`src/aspc_pkg.sv`:
```
// package for the converter signal path control: register map, fields, state, carriers
package aspc_pkg;

    // register offsets on the special-function register bus
    localparam logic [7:0] OFS_CONV_CTRL   = 8'h94;
    localparam logic [7:0] OFS_CAL_DISABLE = 8'h96;
    localparam logic [7:0] OFS_CH0_LO      = 8'ha4;
    localparam logic [7:0] OFS_CH0_HI      = 8'ha5;
    localparam logic [7:0] OFS_CH1_LO      = 8'ha6;
    localparam logic [7:0] OFS_CH1_HI      = 8'ha7;
    localparam logic [7:0] OFS_CH2_LO      = 8'hac;
    localparam logic [7:0] OFS_CH2_HI      = 8'had;
    localparam logic [7:0] OFS_CH3_LO      = 8'hae;
    localparam logic [7:0] OFS_CH3_HI      = 8'haf;
    localparam logic [7:0] OFS_STATUS      = 8'hbc;
    localparam logic [7:0] OFS_RATE_LO     = 8'hf5;
    localparam logic [7:0] OFS_RATE_MID    = 8'hf6;
    localparam logic [7:0] OFS_RATE_HI     = 8'hf7;
    localparam logic [7:0] OFS_AMP_CTRL    = 8'hf9;
    localparam logic [7:0] OFS_MUX_CTRL    = 8'hfc;
    localparam logic [7:0] OFS_CLK_DIV     = 8'hfe;

    // converter_control bit positions
    localparam int BIT_REF_SRC   = 7;
    localparam int BIT_SINGLE    = 6;
    localparam int BIT_SINGLE_PASS_START   = 5;
    localparam int BIT_PWR_ON    = 4;
    localparam int BIT_IRQ_CLR   = 3;
    localparam int BIT_IRQ_EN    = 2;
    localparam int BIT_REPEAT    = 1;
    localparam int BIT_REF_GEN   = 0;
    // strobe bits are not stored and read as zero
    localparam logic [7:0] CTRL_STORE_MASK = 8'hd7;
    // input_mux_control fields, amplifier enable bit and calibration disable width
    localparam int BIT_ORDER     = 7;
    localparam int POS_SRC_SEL   = 4;
    localparam int BIT_AMP_EN    = 0;
    localparam int CAL_DIS_BITS  = 5;

    // values after reset: every power control starts powered down
    localparam logic [7:0]  RST_BYTE  = 8'h00;
    localparam logic [23:0] RST_RATE  = 24'h000000;
    localparam logic [11:0] RST_RES   = 12'h000;

    // timing: converter clock = clk / 2 / (2*div + 2), rate = (clk / 2) / word
    localparam int CLK_MHZ        = 250;
    localparam int REF_DIV_FACTOR = 2;
    localparam int RATE_FACTOR    = 2;
    localparam int DIV_CNT_W      = 10;
    localparam int RATE_CNT_W     = 25;

    typedef enum logic [1:0] {
        PH_IDLE,
        PH_ISSUE,
        PH_WAIT
    } aspc_phase_type;

    // controls toward the analog path
    typedef struct packed {
        logic       reference_gen_enable;
        logic       gain_amp_enable;
        logic [6:0] gain_amp_trim;
        logic       converter_power_on;
        logic       reference_source_select;
        logic       correction_order_select;
        logic [3:0] input_buffer_power;
        logic [4:0] calibration_disable;
    } aspc_analog_type;

    // one conversion request toward the converter
    typedef struct packed {
        logic       start;
        logic [2:0] channel;
        logic       clk_tick;
    } aspc_conv_req_type;

endpackage

```
`src/aspc_ctrl.sv`:
```
// converter signal path control: register file, pass sequencer, clock and rate timers
// Overview of operation
// reference and amplifier powered down after reset
// control bit 0 enables reference generator
// amplifier register bit 0 enables amplifier
// control bit 7 picks reference source
// control bit 6 picks single or four channels
// writing control bit 5 starts one pass
// control bit 4 low holds converter down
// writing control bit 3 clears done flag
// control bit 2 gates interrupt output
// control bit 1 enables timed repeated passes
// status bit 0 set when pass ends
// mux register bit 7 picks correction order
// four-channel mode uses select bit 2 only
// software programs all three select bits
// mux bits 3..0 power input buffers, low off
// results split low byte, high nibble
// result registers hold latest conversion
// three bytes form 24-bit rate word
// software aims divider near 250 kHz
// software follows the setup order
// completed conversion raises waking interrupt
// software loads factory calibration first
// calibration in use needs second order
// converter runs while current source used
// converter clock = clk/2/(2*div+2)
// repeat rate = (clk/2)/rate word
// single result to channel 0, else own
// unused bits read zero, writes ignored
// done flag sticky, set beats clear
`timescale 1ns/1ps
`default_nettype none

module aspc_ctrl (
    input  wire logic                       clock,
    input  wire logic                       reset,
    // special-function register port
    input  wire logic [7:0]                 sfr_addr,
    input  wire logic                       sfr_wr,
    input  wire logic                       sfr_rd,
    input  wire logic [7:0]                 sfr_wdata,
    output logic      [7:0]                 sfr_rdata,
    // converter side
    output aspc_pkg::aspc_analog_type       analog_ctrl,
    output aspc_pkg::aspc_conv_req_type     conv_req,
    input  wire logic                       conv_done,
    input  wire logic [11:0]                conv_data,
    output logic                            conversion_irq
);
    import aspc_pkg::*;

    // whole state of the block in one record
    typedef struct packed {
        logic [7:0]           ctrl;
        logic [7:0]           mux_ctrl;
        logic [7:0]           amp_ctrl;
        logic [CAL_DIS_BITS-1:0] cal_dis;
        logic [7:0]           clk_div;
        logic [23:0]          rate;
        logic                 flag;
        logic [3:0][11:0]     result;
        aspc_phase_type       phase;
        logic [1:0]           idx;
        logic                 single;
        logic                 pend;
        logic [DIV_CNT_W-1:0] div_cnt;
        logic [RATE_CNT_W-1:0] rate_cnt;
        logic [7:0]           rdata;
        logic                 start;
        logic [2:0]           chan;
        logic                 tick;
    } aspc_state_type;

    localparam aspc_state_type ST_RESET = '{
        ctrl: RST_BYTE, mux_ctrl: RST_BYTE, amp_ctrl: RST_BYTE, cal_dis: '0,
        clk_div: RST_BYTE, rate: RST_RATE, flag: 1'b0, result: {4{RST_RES}},
        phase: PH_IDLE, idx: 2'd0, single: 1'b0, pend: 1'b0, div_cnt: '0,
        rate_cnt: '0, rdata: RST_BYTE, start: 1'b0, chan: 3'd0, tick: 1'b0};

    aspc_state_type st_q;
    aspc_state_type st_d;

    logic ctrl_wr;
    logic pass_done;
    logic rate_fire;
    logic [DIV_CNT_W-1:0]  div_reload;
    logic [RATE_CNT_W-1:0] rate_reload;

    // register read mux; unmapped offsets answer zero
    function automatic logic [7:0] read_reg(input logic [7:0] a, input aspc_state_type s);
        logic [7:0] v;
        v = 8'h00;
        unique case (a)
            OFS_CONV_CTRL:   v = s.ctrl;
            OFS_CAL_DISABLE: v = {3'b000, s.cal_dis};
            OFS_CH0_LO:      v = s.result[0][7:0];
            OFS_CH0_HI:      v = {4'h0, s.result[0][11:8]};
            OFS_CH1_LO:      v = s.result[1][7:0];
            OFS_CH1_HI:      v = {4'h0, s.result[1][11:8]};
            OFS_CH2_LO:      v = s.result[2][7:0];
            OFS_CH2_HI:      v = {4'h0, s.result[2][11:8]};
            OFS_CH3_LO:      v = s.result[3][7:0];
            OFS_CH3_HI:      v = {4'h0, s.result[3][11:8]};
            OFS_STATUS:      v = {7'h00, s.flag};
            OFS_RATE_LO:     v = s.rate[7:0];
            OFS_RATE_MID:    v = s.rate[15:8];
            OFS_RATE_HI:     v = s.rate[23:16];
            OFS_AMP_CTRL:    v = s.amp_ctrl;
            OFS_MUX_CTRL:    v = s.mux_ctrl;
            OFS_CLK_DIV:     v = s.clk_div;
            default:         v = 8'h00;
        endcase
        return v;
    endfunction

    // channel handed to the multiplexer for a given step of a pass
    function automatic logic [2:0] pick_channel(input logic single, input logic [2:0] sel,
                                                input logic [1:0] idx);
        // four-channel mode keeps only the top select bit
        return single ? sel : {sel[2], idx};                  // see R5
    endfunction

    assign ctrl_wr   = sfr_wr && (sfr_addr == OFS_CONV_CTRL);
    // power removed in the done cycle abandons the pass, so the flag stays clear
    assign pass_done = (st_q.phase == PH_WAIT) && conv_done && st_q.ctrl[BIT_PWR_ON] &&
                       (st_q.single || (st_q.idx == 2'd3));
    // period of 4*div+4 cycles: /2 then /(2*div+2)
    assign div_reload  = DIV_CNT_W'(({2'b00, st_q.clk_div} << 2) + 10'd3);
    // word 0 would mean infinite rate; treated as timer stopped
    assign rate_reload = RATE_CNT_W'({st_q.rate, 1'b0} - 25'd1);
    assign rate_fire   = st_q.ctrl[BIT_REPEAT] && (st_q.rate != RST_RATE) &&
                         (st_q.rate_cnt == '0);

    // next-state logic for the whole block
    always_comb begin
        st_d       = st_q;
        st_d.start = 1'b0;
        st_d.tick  = 1'b0;

        // register writes; strobe bits are never stored
        if (sfr_wr) begin
            unique case (sfr_addr)
                OFS_CONV_CTRL:   st_d.ctrl     = sfr_wdata & CTRL_STORE_MASK;  // see R2 see R4
                OFS_CAL_DISABLE: st_d.cal_dis  = sfr_wdata[CAL_DIS_BITS-1:0];
                OFS_RATE_LO:     st_d.rate[7:0]   = sfr_wdata;
                OFS_RATE_MID:    st_d.rate[15:8]  = sfr_wdata;
                OFS_RATE_HI:     st_d.rate[23:16] = sfr_wdata;
                OFS_AMP_CTRL:    st_d.amp_ctrl = sfr_wdata;
                OFS_MUX_CTRL:    st_d.mux_ctrl = sfr_wdata;                    // see R12
                OFS_CLK_DIV:     st_d.clk_div  = sfr_wdata;
                default: begin
                    // read-only and unmapped offsets ignore writes
                    st_d.cal_dis = st_q.cal_dis;
                end
            endcase
        end

        // read data is registered, valid the cycle after the strobe
        if (sfr_rd) begin
            st_d.rdata = read_reg(sfr_addr, st_q);
        end

        // converter reference clock enable
        if (st_q.div_cnt == '0) begin
            st_d.div_cnt = div_reload;
            st_d.tick    = st_q.ctrl[BIT_PWR_ON];
        end else begin
            st_d.div_cnt = st_q.div_cnt - 1'b1;
        end

        // repeat timer; reloads while stopped so the first interval is whole
        if (!st_q.ctrl[BIT_REPEAT] || rate_fire) begin
            st_d.rate_cnt = rate_reload;
        end else begin
            st_d.rate_cnt = st_q.rate_cnt - 1'b1;
        end

        // start requests wait here until the sequencer is idle
        if ((ctrl_wr && sfr_wdata[BIT_SINGLE_PASS_START]) || rate_fire) begin
            st_d.pend = 1'b1;                                                  // see R6
        end

        // pass sequencer
        unique case (st_q.phase)
            PH_IDLE: begin
                if (st_q.pend && st_q.ctrl[BIT_PWR_ON]) begin
                    st_d.pend   = 1'b0;
                    st_d.single = st_q.ctrl[BIT_SINGLE];
                    st_d.idx    = 2'd0;
                    st_d.phase  = PH_ISSUE;
                end else if (!st_q.ctrl[BIT_PWR_ON]) begin
                    // powered-down converter drops queued starts
                    st_d.pend = 1'b0;
                end
            end
            PH_ISSUE: begin
                st_d.start = 1'b1;
                st_d.chan  = pick_channel(st_q.single, st_q.mux_ctrl[POS_SRC_SEL +: 3], st_q.idx);
                st_d.phase = PH_WAIT;
            end
            PH_WAIT: begin
                if (!st_q.ctrl[BIT_PWR_ON]) begin
                    // power removed mid pass: abandon without a result
                    st_d.phase = PH_IDLE;
                end else if (conv_done) begin
                    // single mode always lands in channel 0
                    st_d.result[st_q.single ? 2'd0 : st_q.idx] = conv_data;    // see R17
                    if (pass_done) begin
                        st_d.phase = PH_IDLE;
                    end else begin
                        st_d.idx   = st_q.idx + 1'b1;
                        st_d.phase = PH_ISSUE;
                    end
                end
            end
        endcase

        // done flag: clear by strobe, but a finishing pass wins
        if (ctrl_wr && sfr_wdata[BIT_IRQ_CLR]) begin
            st_d.flag = 1'b0;
        end
        if (pass_done) begin
            st_d.flag = 1'b1;                                                  // see R11
        end
    end

    // single state register, synchronous reset
    always_ff @(posedge clock) begin
        if (reset) begin
            st_q <= ST_RESET;
        end else begin
            st_q <= st_d;
        end
    end

    // outputs toward the analog path and the core
    assign analog_ctrl.reference_gen_enable    = st_q.ctrl[BIT_REF_GEN];
    assign analog_ctrl.gain_amp_enable         = st_q.amp_ctrl[BIT_AMP_EN];
    assign analog_ctrl.gain_amp_trim           = st_q.amp_ctrl[7:1];
    assign analog_ctrl.converter_power_on      = st_q.ctrl[BIT_PWR_ON];
    assign analog_ctrl.reference_source_select = st_q.ctrl[BIT_REF_SRC];
    assign analog_ctrl.correction_order_select = st_q.mux_ctrl[BIT_ORDER];
    assign analog_ctrl.input_buffer_power      = st_q.mux_ctrl[3:0];
    assign analog_ctrl.calibration_disable     = st_q.cal_dis;
    assign conv_req.start    = st_q.start;
    assign conv_req.channel  = st_q.chan;
    assign conv_req.clk_tick = st_q.tick;
    assign sfr_rdata         = st_q.rdata;
    // level interrupt needs no core clock, so it can wake a stopped core
    assign conversion_irq    = st_q.flag && st_q.ctrl[BIT_IRQ_EN];             // see R9
endmodule

`default_nettype wire

```
`config.mk`:
```
export PLATFORM = sky130hd
export DESIGN_NAME = aspc_ctrl
export DESIGN_NICKNAME = d
export VERILOG_FILES = /design/src/aspc_pkg.sv /design/src/aspc_ctrl.sv
export SDC_FILE = /design/constraint.sdc
export NUM_CORES = 1
export LEC_CHECK = 0
export BUFFER_PORTS_ARGS = -buffer_cell sky130_fd_sc_hd__buf_2
export CORE_ASPECT_RATIO = 0.75
export CORE_UTILIZATION = 65
export CTS_BUF_LIST = sky130_fd_sc_hd__clkbuf_4 sky130_fd_sc_hd__clkbuf_8
export CTS_CLUSTER_DIAMETER = 60
export DETAILED_ROUTE_END_ITERATION = 10
export GPL_TIMING_DRIVEN = 0
export PLACE_DENSITY = 0.87
export SKIP_LAST_GASP = 1
export SYNTH_ARGS = -nofsm -noshare
export SYNTH_HDL_FRONTEND = slang
export SYNTH_SLANG_ARGS = --single-unit
```
`constraint.sdc`:
```
create_clock -name clock -period 5.9 [get_ports clock]
set_input_delay 1.18 -clock clock [delete_from_list [all_inputs] [get_ports clock]]
set_output_delay 1.18 -clock clock [all_outputs]
set_load 0.01 [all_outputs]
```
Yosys cells after proc, flatten, opt, wreduce, memory -nomap -nowiden:

Index checks and enable logic that the tools add are counted.

* output and inout bits: 35
* register bits: 162

* $add $sub $neg: 5
* eq/ne operators: 25
* bitwise logic cells: 1
* reduce and logical (&&, ||, !) cells: 34
* magnitude comparators: 2
* muxes and demuxes: 23

Operator list (count)
* == test 8 bit, second input constant: 17
* case mux 8 bit (17 select lines): 1
* subtractor 25 x 1 -> 25 bit, second input constant: 2
* bitwise mux 48 bit: 1
* zero test 25 bit: 1
* 2-to-1 mux 25 bit: 1
* demux 12 bit (select 2 bit): 1
* nonzero test 24 bit: 1
* AND reduction 2 bit: 10
* 2-to-1 mux 12 bit: 1
* logical AND 1 bit: 11
* adder 10 x 2 -> 10 bit, second input constant: 1
* zero test 10 bit: 1
* 2-to-1 mux 10 bit: 1
* 2-to-1 mux 2 bit: 5
* subtractor 10 x 1 -> 10 bit, second input constant: 1
* 2-to-1 mux 4 bit: 2
* != test 2 bit, second input constant: 4
* 2-to-1 mux 1 bit: 7
* case mux 2 bit (3 select lines): 1
* 2-to-1 mux 5 bit: 1
* AND reduction 5 bit: 1
* == test 2 bit, second input constant: 2
* case mux 2 bit (2 select lines): 1
* other kinds (12): 15

Depth between registers and ports, before layout:

Gate-level depths: netlist of the first run.

* depth in word-level cells: 8
* depth in mapped cells: 9
* gate-level depth less buffers: 8

Least setup slack after synthesis of the first run:

OpenSTA, ideal clock, no wires.

* path kind: input to register
* start point: input sfr_addr[7]
* end point: register st_q (netlist bit sfr_rdata[7])
* cell stages on the path: 9
* arrival time: 2.821 ns
* path buffers: 3
* setup slack: 2.993 ns
* data required time: 5.814 ns
* cell sequence: clkbuf_1 > nor4bb_1 > clkbuf_1 > and2_1 > clkbuf_1 > a32oi_1 > o211ai_1 > a221oi_1 > a211oi_1

* word-level cells in the longest chain between the ends: 2

Ends and longest elaborated chain
* start, declared: RTL line aspc_ctrl.sv:39 `input wire logic [7:0] sfr_addr,`
* == test 8 bit: RTL line aspc_ctrl.sv:94 `unique case (a)`
* case mux 8 bit (17 select lines) (*): RTL line aspc_ctrl.sv:94
* end signal, assigned: RTL line aspc_ctrl.sv:233 `st_q <= st_d;`
* end, declared: RTL line aspc_ctrl.sv:81 `aspc_state_type st_q;`

Every way passes the cells marked *; elsewhere a longest branch is shown, timed or not.
A chain may end at the register's enable or synchronous reset.

Worst setup path after layout of the first run:

* start point: input sfr_addr[2]
* end point: register st_q (netlist bit analog_ctrl[7])

* word-level cells in the longest chain between the ends: 2

Ends and longest elaborated chain
* == test 8 bit: RTL line aspc_ctrl.sv:143 `unique case (sfr_addr)`
* AND reduction 2 bit (no source line)

Every way passes these cells.

==> metrics.yaml, run 1 <==
synthesis:
  yosys_warnings: 0
  synthFlopType: "dfxtp_1"
  yosys.area.top_type: "dfxtp_1"
  synth_cell_types: 68
  synth_cells: 947
  async_flop_share_pct: 0
  synth_top_cell_area_share_pct: 39.1
  synth_edf_count: 0
  syn-cell-area_um2: 8300
  synth_fp_nets: 989
  synth_area_per_cell_um2: 8.76
  synth_area_leaders: "dfxtp_1 39%, mux2i_1 13%, nor2_1 7.1%, buf_4 3.1%, a211oi_2 2.9%"
  synth_seq_cells: 162
  seq_area_frac_synth_pct: 39.1
placed_design:
  place_ws_ps: 2080
  place_congestion: 1.02
  dp_hpwl_um: 18400
  placement.io_buffers: 56
cts:
  clk_latency_ps: 460
  hold_buffers: 0
  post-cts-setup-buffer-count: 0
  path_clk_slew_ps: 90
  cts_max_path_buffers: 2
  root_buffer: "clkbuf_8"
  cts_sinks: 162
  ctsResizeCount: 0
  cts_made_buffers: 17
  htree_levels: 4
  tritoncts: "done"
setup_path:
  worstPathArrival_ps: 3880
  cp_data_required_time_ps: 6220
  endpoint_kind: "flip-flop"
  worstSetupPathType: "in2reg"
  critical_path.startpoint_type: "input port"
  worstPathMaxFanout: 10
timing:
  fin_skew_ps: 12.2
  min_period_ps: 3560
  tns_ps: 0
  slew_headroom_pct: 5.00
  drv_slew: 0
  hold_viol_final: 0
  final.period_utilization_pct: 60.3
  rsz0062_at_grt: "false"
  layout_setup_ws_ps: 2340
  setup_viol: 0
  worst_pin_slew_ps: 1410
  max_freq_mhz: 281
global_routing:
  grt_pass1_wl_um: 38300
  grt_util_met1_pct: 54.8
  grt_usage_pct: 38.3
  use_met2_pct: 53.4
  grtUsageMet3_pct: 14.8
  grt_start_max_net_pins: 17
  antenna_found_initial: 0
  grt_pass1_vias: 6914
  grt_overflow: 0
  top_usage_layer: "met1"
power:
  power_density_nw_per_um2: 238
  peakVddDrop_v: 0.000250
  leakage_uw: 0.00396
drt:
  drt_first_pass_iters: 7
  vias_per_cell: 6.30
  drt_iter0_markers: 938
  wl_per_cell_um: 20.5
  drc: 0
  route.vias.total: 7566
  ant_nets: 0
  totalWireLength_um: 24600
cells_and_area:
  final_common_cell: "dfxtp_1"
  postLayoutCoreUtil_pct: 74.2
  layout_common_cells: "162 x dfxtp_1, 157 x nor2_1, 104 x mux2i_1"
  area_delta_synth_final_pct: 10.4
  nets: 1064
  final_layout_size_suffix_gt1_share_pct: 15.3
  diodes: 0
floorplan:
  die_x_um: 132
  start_util_pct: 67.2
  coreArea_um2: 12300
  io_pins: 68
  die_area_um2: 13200
  die_h_um: 99.9
  fp-row-count: 35
run_status:
  outcome: "complete, no violations"
hold_path:
  hold_path_class: "reg2reg"
job:
  drv_cap: 0
critical path, stage by stage:
cell and delay (ps):
buf_2 120, clkbuf_1 370, nor4bb_1 1000, nand3_1 760, mux2i_1 370, nor2_1 70
metal layers:
| layer | routed length (um) | share of wire, % |
|---|---|---|
| met5 | 0 | 0 |
| met4 | 530 | 2.2 |
| met3 | 3620 | 15 |
| met2 | 9840 | 40 |
| met1 | 10600 | 43 |
Yosys cell counts (5+ instances only):
master	number
nand2b_1	8
a211oi_1	11
or3_1	6
nor4_1	11
nand3_1	34
and2_1	10
xor2_1	18
dfxtp_1	162
a221oi_1	6
xnor2_1	27
nand4_1	7
buf_4	34
nor3_1	23
a22oi_1	30
mux2i_1	104
clkbuf_1	54
inv_1	14
nor2b_1	11
o211ai_1	5
a211oi_2	19
nor2_1	157
nand2_1	63
o21ai_0	11
ha_1	9
a21oi_1	30
per-stage QoR:
stage	cells	total power (uW)	area [um^2]	hold WS, ps
global placement	1169	1400	8790	440
detailed placement	1169	1410	8790	445
global route	1201	2260	9170	486
floorplan	947	1340	8300	433
finish	1201	2190	9170	459
CTS	1201	2170	9170	458
final cells by class:
cell class	count	area (um^2)
buffer	98	522
clock buffer	19	255
clock inverter	13	124
fill	962	3180
inverter	14	52.6
multi-input combinational	673	4480
sequential	162	3240
tap	166	208
timing repair buffer	56	280
path summary, 6_finish.rpt:
path	from	to	slack, ps	cells after the start
worst max register to register	analog_ctrl[11]	st_q[92]	3160	7
worst min-delay path	st_q[86]	st_q[86]	460	2
worst min register to register	st_q[86]	st_q[86]	460	2
worst max-delay path	sfr_addr[2]	analog_ctrl[7]	2340	6
cell families after synthesis:
group                    after synthesis  synth area share [%]
AO/OA/AOI/OAI                        157                  14.7
AND/OR/NAND/NOR                      357                  20.4
buffers and inverters                112                  6.92
adder cells (fa/ha/maj)                9                  1.36
flip-flops                           162                  39.1
XOR/XNOR                              45                  4.75
multiplexers                         105                  12.8
sequential cells by signal (all words and copies together) (netlist names):
signal / flops
conv_req: 5
sfr_rdata: 8
st_q: 128
analog_ctrl: 21
where the power goes:
part | leakage [uW] | internal, uW | switching [uW] | total (uW)
Sequential | 0.00132 | 1120 | 29.0 | 1150
Combinational | 0.00246 | 87.4 | 151 | 238
Clock | 0.000187 | 355 | 438 | 794
Total | 0.00396 | 1570 | 618 | 2190
(Power assumes the default switching activity.)
==> run 2: changes to the inputs <==
--- a/config.mk
+++ b/config.mk
@@ -5,14 +5,15 @@
 export SDC_FILE = /design/constraint.sdc
 export NUM_CORES = 1
 export LEC_CHECK = 0
+export ABC_AREA = 1
 export BUFFER_PORTS_ARGS = -buffer_cell sky130_fd_sc_hd__buf_2
 export CORE_ASPECT_RATIO = 0.75
-export CORE_UTILIZATION = 65
+export CORE_UTILIZATION = 56
 export CTS_BUF_LIST = sky130_fd_sc_hd__clkbuf_4 sky130_fd_sc_hd__clkbuf_8
 export CTS_CLUSTER_DIAMETER = 60
 export DETAILED_ROUTE_END_ITERATION = 10
 export GPL_TIMING_DRIVEN = 0
-export PLACE_DENSITY = 0.87
+export PLACE_DENSITY = 0.79
 export SKIP_LAST_GASP = 1
 export SYNTH_ARGS = -nofsm -noshare
 export SYNTH_HDL_FRONTEND = slang
==> constraint.sdc (replaced) <==
create_clock -name clock -period 3 [get_ports clock]
set_input_delay 0.6 -clock clock [delete_from_list [all_inputs] [get_ports clock]]
set_output_delay 0.6 -clock clock [all_outputs]
set_load 0.01 [all_outputs]
==> metrics.yaml, run 2 <==
floorplan:
  die_area_um2: 15500
  fp-row-count: 38
  start_util_pct: 57.7
  die_x_um: 143
  die_h_um: 108
  coreArea_um2: 14500
  io_pins: 68
cells_and_area:
  regArea_um2: 3240
  largest_reg_flops: 128
  area_delta_synth_final_pct: 12.0
  layout_common_cells: "215 x nor2_1, 173 x nand2_1, 162 x dfxtp_1"
  final_layout_size_suffix_gt1_share_pct: 14.4
  largest_register: "st_q"
  final_common_cell: "nor2_1"
  diodes: 0
  final_cells: 1527
  multi_input_area_um2: 4210
  nets: 1356
  nFillCells: 1367
synthesis:
  synth_seq_cells: 162
  synth_area_leaders: "dfxtp_1 39%, nor2_1 9.6%, o21ai_0 9.2%, nand2_1 7.7%, nand3_1 6.0%"
  synthMuxAreaShare_pct: 0
  synth_top_family_by_area: "simple AND/OR/NAND/NOR gates"
  synth.most_common_cell: "nor2_1"
  seq_area_frac_synth_pct: 38.6
  yosys.area.top_type: "dfxtp_1"
  synth_area_per_cell_um2: 6.82
  yosys.area_share.simple_pct: 27.8
  synth_cells: 1230
  synthTopCellsByCount: "215 x nor2_1, 173 x nand2_1, 162 x dfxtp_1, 155 x o21ai_0, 113 x inv_1"
  synth_compound_area_share_pct: 16.7
  yosys_warnings: 0
  synth_edf_count: 0
  synth_xor_area_share_pct: 4.28
  synth_fp_nets: 1272
  synthFlopType: "dfxtp_1"
  synth_top_cell_area_share_pct: 38.6
  async_flop_share_pct: 0
  syn-cell-area_um2: 8390
  synthAdderAreaFrac_pct: 1.34
  synth_cell_types: 41
cts:
  ctsResizeCount: 0
  root_buffer: "clkbuf_8"
  path_clk_slew_ps: 90
  post-cts-setup-buffer-count: 0
  htree_levels: 4
  tritoncts: "done"
  cts_sinks: 162
  hold_buffers: 0
  clk_latency_ps: 480
  cts_max_path_buffers: 2
  cts_made_buffers: 17
timing:
  drv_slew: 0
  final.period_utilization_pct: 75.4
  fin_skew_ps: 10.1
  rsz0062_at_grt: "false"
  tns_ps: 0
  max_freq_mhz: 442
  setup_viol: 0
  hold_slack_ps: 431
  worst_pin_slew_ps: 781
  slew_headroom_pct: 47.9
  hold_viol_final: 0
  min_period_ps: 2260
drt:
  drt_first_pass_iters: 8
  drt_iter0_markers: 1143
  totalWireLength_um: 26300
  vias_per_cell: 5.66
  route.vias.total: 8638
  wl_per_cell_um: 17.2
  ant_nets: 0
  drc: 0
global_routing:
  grt_overflow: 0
  grt_pass1_wl_um: 40300
  grt_usage_pct: 35.1
  grt_start_max_net_pins: 17
  grtUsageMet3_pct: 12.5
  antenna_found_initial: 0
  grt_util_met1_pct: 51.8
  grt_pass1_vias: 7518
  top_usage_layer: "met1"
  use_met2_pct: 46.8
power:
  peakVddDrop_v: 0.000367
  leakage_uw: 0.00426
  power_density_nw_per_um2: 512
  power_uw: 4810
placed_design:
  dp.cells: 1495
  place_congestion: 1.04
  dp_hpwl_um: 19900
  placement.io_buffers: 65
setup_path:
  critical_path.startpoint_type: "flip-flop"
  worstSetupPathType: "reg2reg"
  worstPathMaxFanout: 10
  worstPathArrival_ps: 2670
  cp_data_required_time_ps: 3410
  endpoint_kind: "flip-flop"
run_status:
  outcome: "complete, no violations"
job:
  drv_cap: 0
hold_path:
  hold_path_class: "in2reg"
==> run 2: cell types whose count changed in the layout (fill, tap and decap cells not counted), moves of 23 or more <==
cell | before | now
nor2_1 | 157 | 215
clkbuf_1 | 54 | 28
o21ai_0 | 11 | 155
nand3_1 | 34 | 101
mux2i_1 | 104 | 0
nand2_1 | 63 | 173
a21oi_1 | 30 | 96
inv_1 | 14 | 113
xnor2_1 | 27 | 4
a22oi_1 | 30 | 0
==> run 2: critical path: stages, from the launching register on <==
cell and delay, ps:
dfxtp_1 320, inv_1 100, ha_1 240, nand2_1 90, inv_1 90, nand2_1 150, nor3_1 570, clkbuf_1 360
o21ai_0 150, nor2_1 130
==> run 2: per-layer routing <==
metal	share of wire (%)	vias up
met4	2.2	0
met5	0	-
met1	45	3955
met3	14	68
li1	-	4142
met2	39	473
==> run 2: path summary, 6_finish.rpt <==
path,start,to,slack [ps],depth (start not counted)
setup reg to reg,st_q[52],st_q[64],740,9
setup / recovery,st_q[52],st_q[64],740,9
hold / removal,conv_data[10],st_q[76],430,3
hold reg to reg,st_q[57],st_q[57],450,2
==> run 2: area by class of cell <==
cell class	count	area share [%]
Buffer	81	5.18
Inverter	121	4.86
Sequential cell	162	34.5
Timing Repair Buffer	65	3.46
Clock inverter	11	1.58
Clock buffer	21	3.01
Tap cell	200	2.66
Multi-Input combinational cell	866	44.7
==> run 2: power by group <==
part	switching [uW]	total [uW]	leakage [uW]	internal, uW
registers	73.0	2330	0.00132	2260
clock network	852	1750	0.000213	903
logic	479	726	0.00273	247
total	1400	4810	0.00426	3410
==> run 2: logic make-up after synthesis <==
family | count (synthesis)
simple gates | 546
compound gates | 270
buf+inv | 202
flops | 162
xor+xnor | 41
fa+ha+maj | 9
==> run 2: stage by stage <==
stage                     setup slack, ps  instance area [um^2]  utilization (%)
final                                 739                  9400             64.6
after global routing                  504                  9400             64.6
after CTS                             821                  9400             64.6
after detailed placement              736                  8970             61.6
after global placement                726                  8970             61.6
after floorplan                      1290                  8390                -
==> run 3: changes to the inputs <==
--- a/config.mk
+++ b/config.mk
@@ -5,7 +5,7 @@
 export SDC_FILE = /design/constraint.sdc
 export NUM_CORES = 1
 export LEC_CHECK = 0
-export ABC_AREA = 1
+export ABC_AREA = 0
 export BUFFER_PORTS_ARGS = -buffer_cell sky130_fd_sc_hd__buf_2
 export CORE_ASPECT_RATIO = 0.75
 export CORE_UTILIZATION = 56
==> constraint.sdc (replaced) <==
create_clock -name clock -period 1.9 [get_ports clock]
set_input_delay 0.38 -clock clock [delete_from_list [all_inputs] [get_ports clock]]
set_output_delay 0.38 -clock clock [all_outputs]
set_load 0.01 [all_outputs]
==> metrics.yaml, run 3 (synthesized netlist as in run 1, its figures left out) <==
run_status:
  outcome: "finished, violations left"
  violations: "setup timing"
cells_and_area:
  largest_register: "st_q"
  nets: 1087
  final_layout_size_suffix_gt1_share_pct: 27.0
  final_cells: 1258
  area_delta_synth_final_pct: 20.0
  postLayoutCoreUtil_pct: 68.9
  final_common_cell: "dfxtp_1"
  largest_reg_flops: 128
  diodes: 0
  layout_common_cells: "152 x dfxtp_1, 148 x nor2_1, 104 x mux2i_1"
placed_design:
  dp.cells: 1203
  dp_hpwl_um: 19100
  placement.io_buffers: 56
  place_congestion: 0.987
global_routing:
  grt_start_max_net_pins: 17
  grt_overflow: 0
  grt_pass1_vias: 7046
  antenna_found_initial: 0
  grt_usage_pct: 35.6
  grt_pass1_wl_um: 40100
setup_path:
  worstSetupPathType: "reg2reg"
  critical_path.startpoint_type: "flip-flop"
  endpoint_kind: "flip-flop"
  worstPathArrival_ps: 2760
  worstPathMaxFanout: 6
  cp_data_required_time_ps: 2290
cts:
  cts_sinks: 162
  path_clk_slew_ps: 100
  cts_made_buffers: 17
  cts_max_path_buffers: 2
  tritoncts: "done"
  root_buffer: "clkbuf_8"
  clk_latency_ps: 490
  hold_buffers: 0
  htree_levels: 4
floorplan:
  coreArea_um2: 14500
  io_pins: 68
  die_x_um: 143
  start_util_pct: 57.4
  die_h_um: 107
  fp-row-count: 38
  die_area_um2: 15300
hold_path:
  hold_path_class: "in2reg"
timing:
  layout_setup_ws_ps: -472
  slew_headroom_pct: 34.1
  worst_pin_slew_ps: 988
  hold_viol_final: 0
  drv_slew: 0
  tns_ps: -10880
  fin_skew_ps: 18.1
  setup_viol: 32
  max_freq_mhz: 422
  rsz0062_at_grt: "true"
  min_period_ps: 2370
  final.period_utilization_pct: 125
drt:
  drc: 0
  route.vias.total: 7703
  vias_per_cell: 6.12
  wl_per_cell_um: 21.2
  drt_iter0_markers: 726
  totalWireLength_um: 26600
  drt_first_pass_iters: 8
  ant_nets: 0
power:
  power_uw: 7020
  leakage_uw: 0.00428
  peakVddDrop_v: 0.000668
  power_density_nw_per_um2: 705
job:
  drv_cap: 0
==> run 3: routing by layer <==
layer | global-route usage [%] | wire length (um) | vias up
met3 | 9.39 | 3560 | 43
met4 | 12.1 | 487 | 0
met2 | 49.1 | 10800 | 508
li1 | - | - | 3525
met1 | 52.7 | 11800 | 3627
met5 | 0 | 0 | -
==> run 3: layout make-up <==
| class | instances | area, um^2 |
|---|---|---|
| multi-input cells | 673 | 4880 |
| clock buffers | 18 | 248 |
| repair buffers | 82 | 514 |
| inverters | 14 | 52.6 |
| fillers | 1200 | 4490 |
| clock inverters | 14 | 105 |
| plain buffers | 95 | 643 |
| well taps | 200 | 250 |
| flip-flops and latches | 162 | 3260 |
==> run 3: final timing paths <==
| kind | startpoint | endpoint | slack, ps | depth (start not counted) |
|---|---|---|---|---|
| worst min register to register | st_q[38] | st_q[38] | 440 | 1 |
| worst min-delay path | conv_data[11] | st_q[89] | 150 | 3 |
| worst max-delay path | st_q[24] | st_q[18] | -470 | 6 |
| worst max register to register | st_q[24] | st_q[18] | -470 | 6 |
==> run 3: metrics by stage <==
step	instance area (um^2)	hold slack (ps)	setup slack, ps
global placement	8990	441	-773
global route	9960	162	-563
finish	9960	152	-472
floorplan	8460	433	-258
CTS	9650	141	-427
detailed placement	8990	446	-773
==> run 3: critical path, cell delays in order (launching register included) <==
cell and delay (ps):
dfxtp_2 330, or4_4 540, or4_4 480, nor4_4 270, a21boi_4 140, buf_8 170
o311a_1 340
==> run 3: timing repair <==
| item | in CTS | in global routing |
|---|---|---|
| setup endpoints to repair | 114 | 107 |
| pin swaps | 7 | 6 |
| setup buffers | 10 | 12 |
| cloned | 3 | 1 |
| gates resized for setup | 61 | 69 |
==> run 3: where the power goes <==
part | switching [uW] | total [uW] | internal [uW]
combinational | 601 | 1070 | 472
clock | 1400 | 2350 | 951
sequential | 102 | 3600 | 3490
total | 2110 | 7020 | 4920
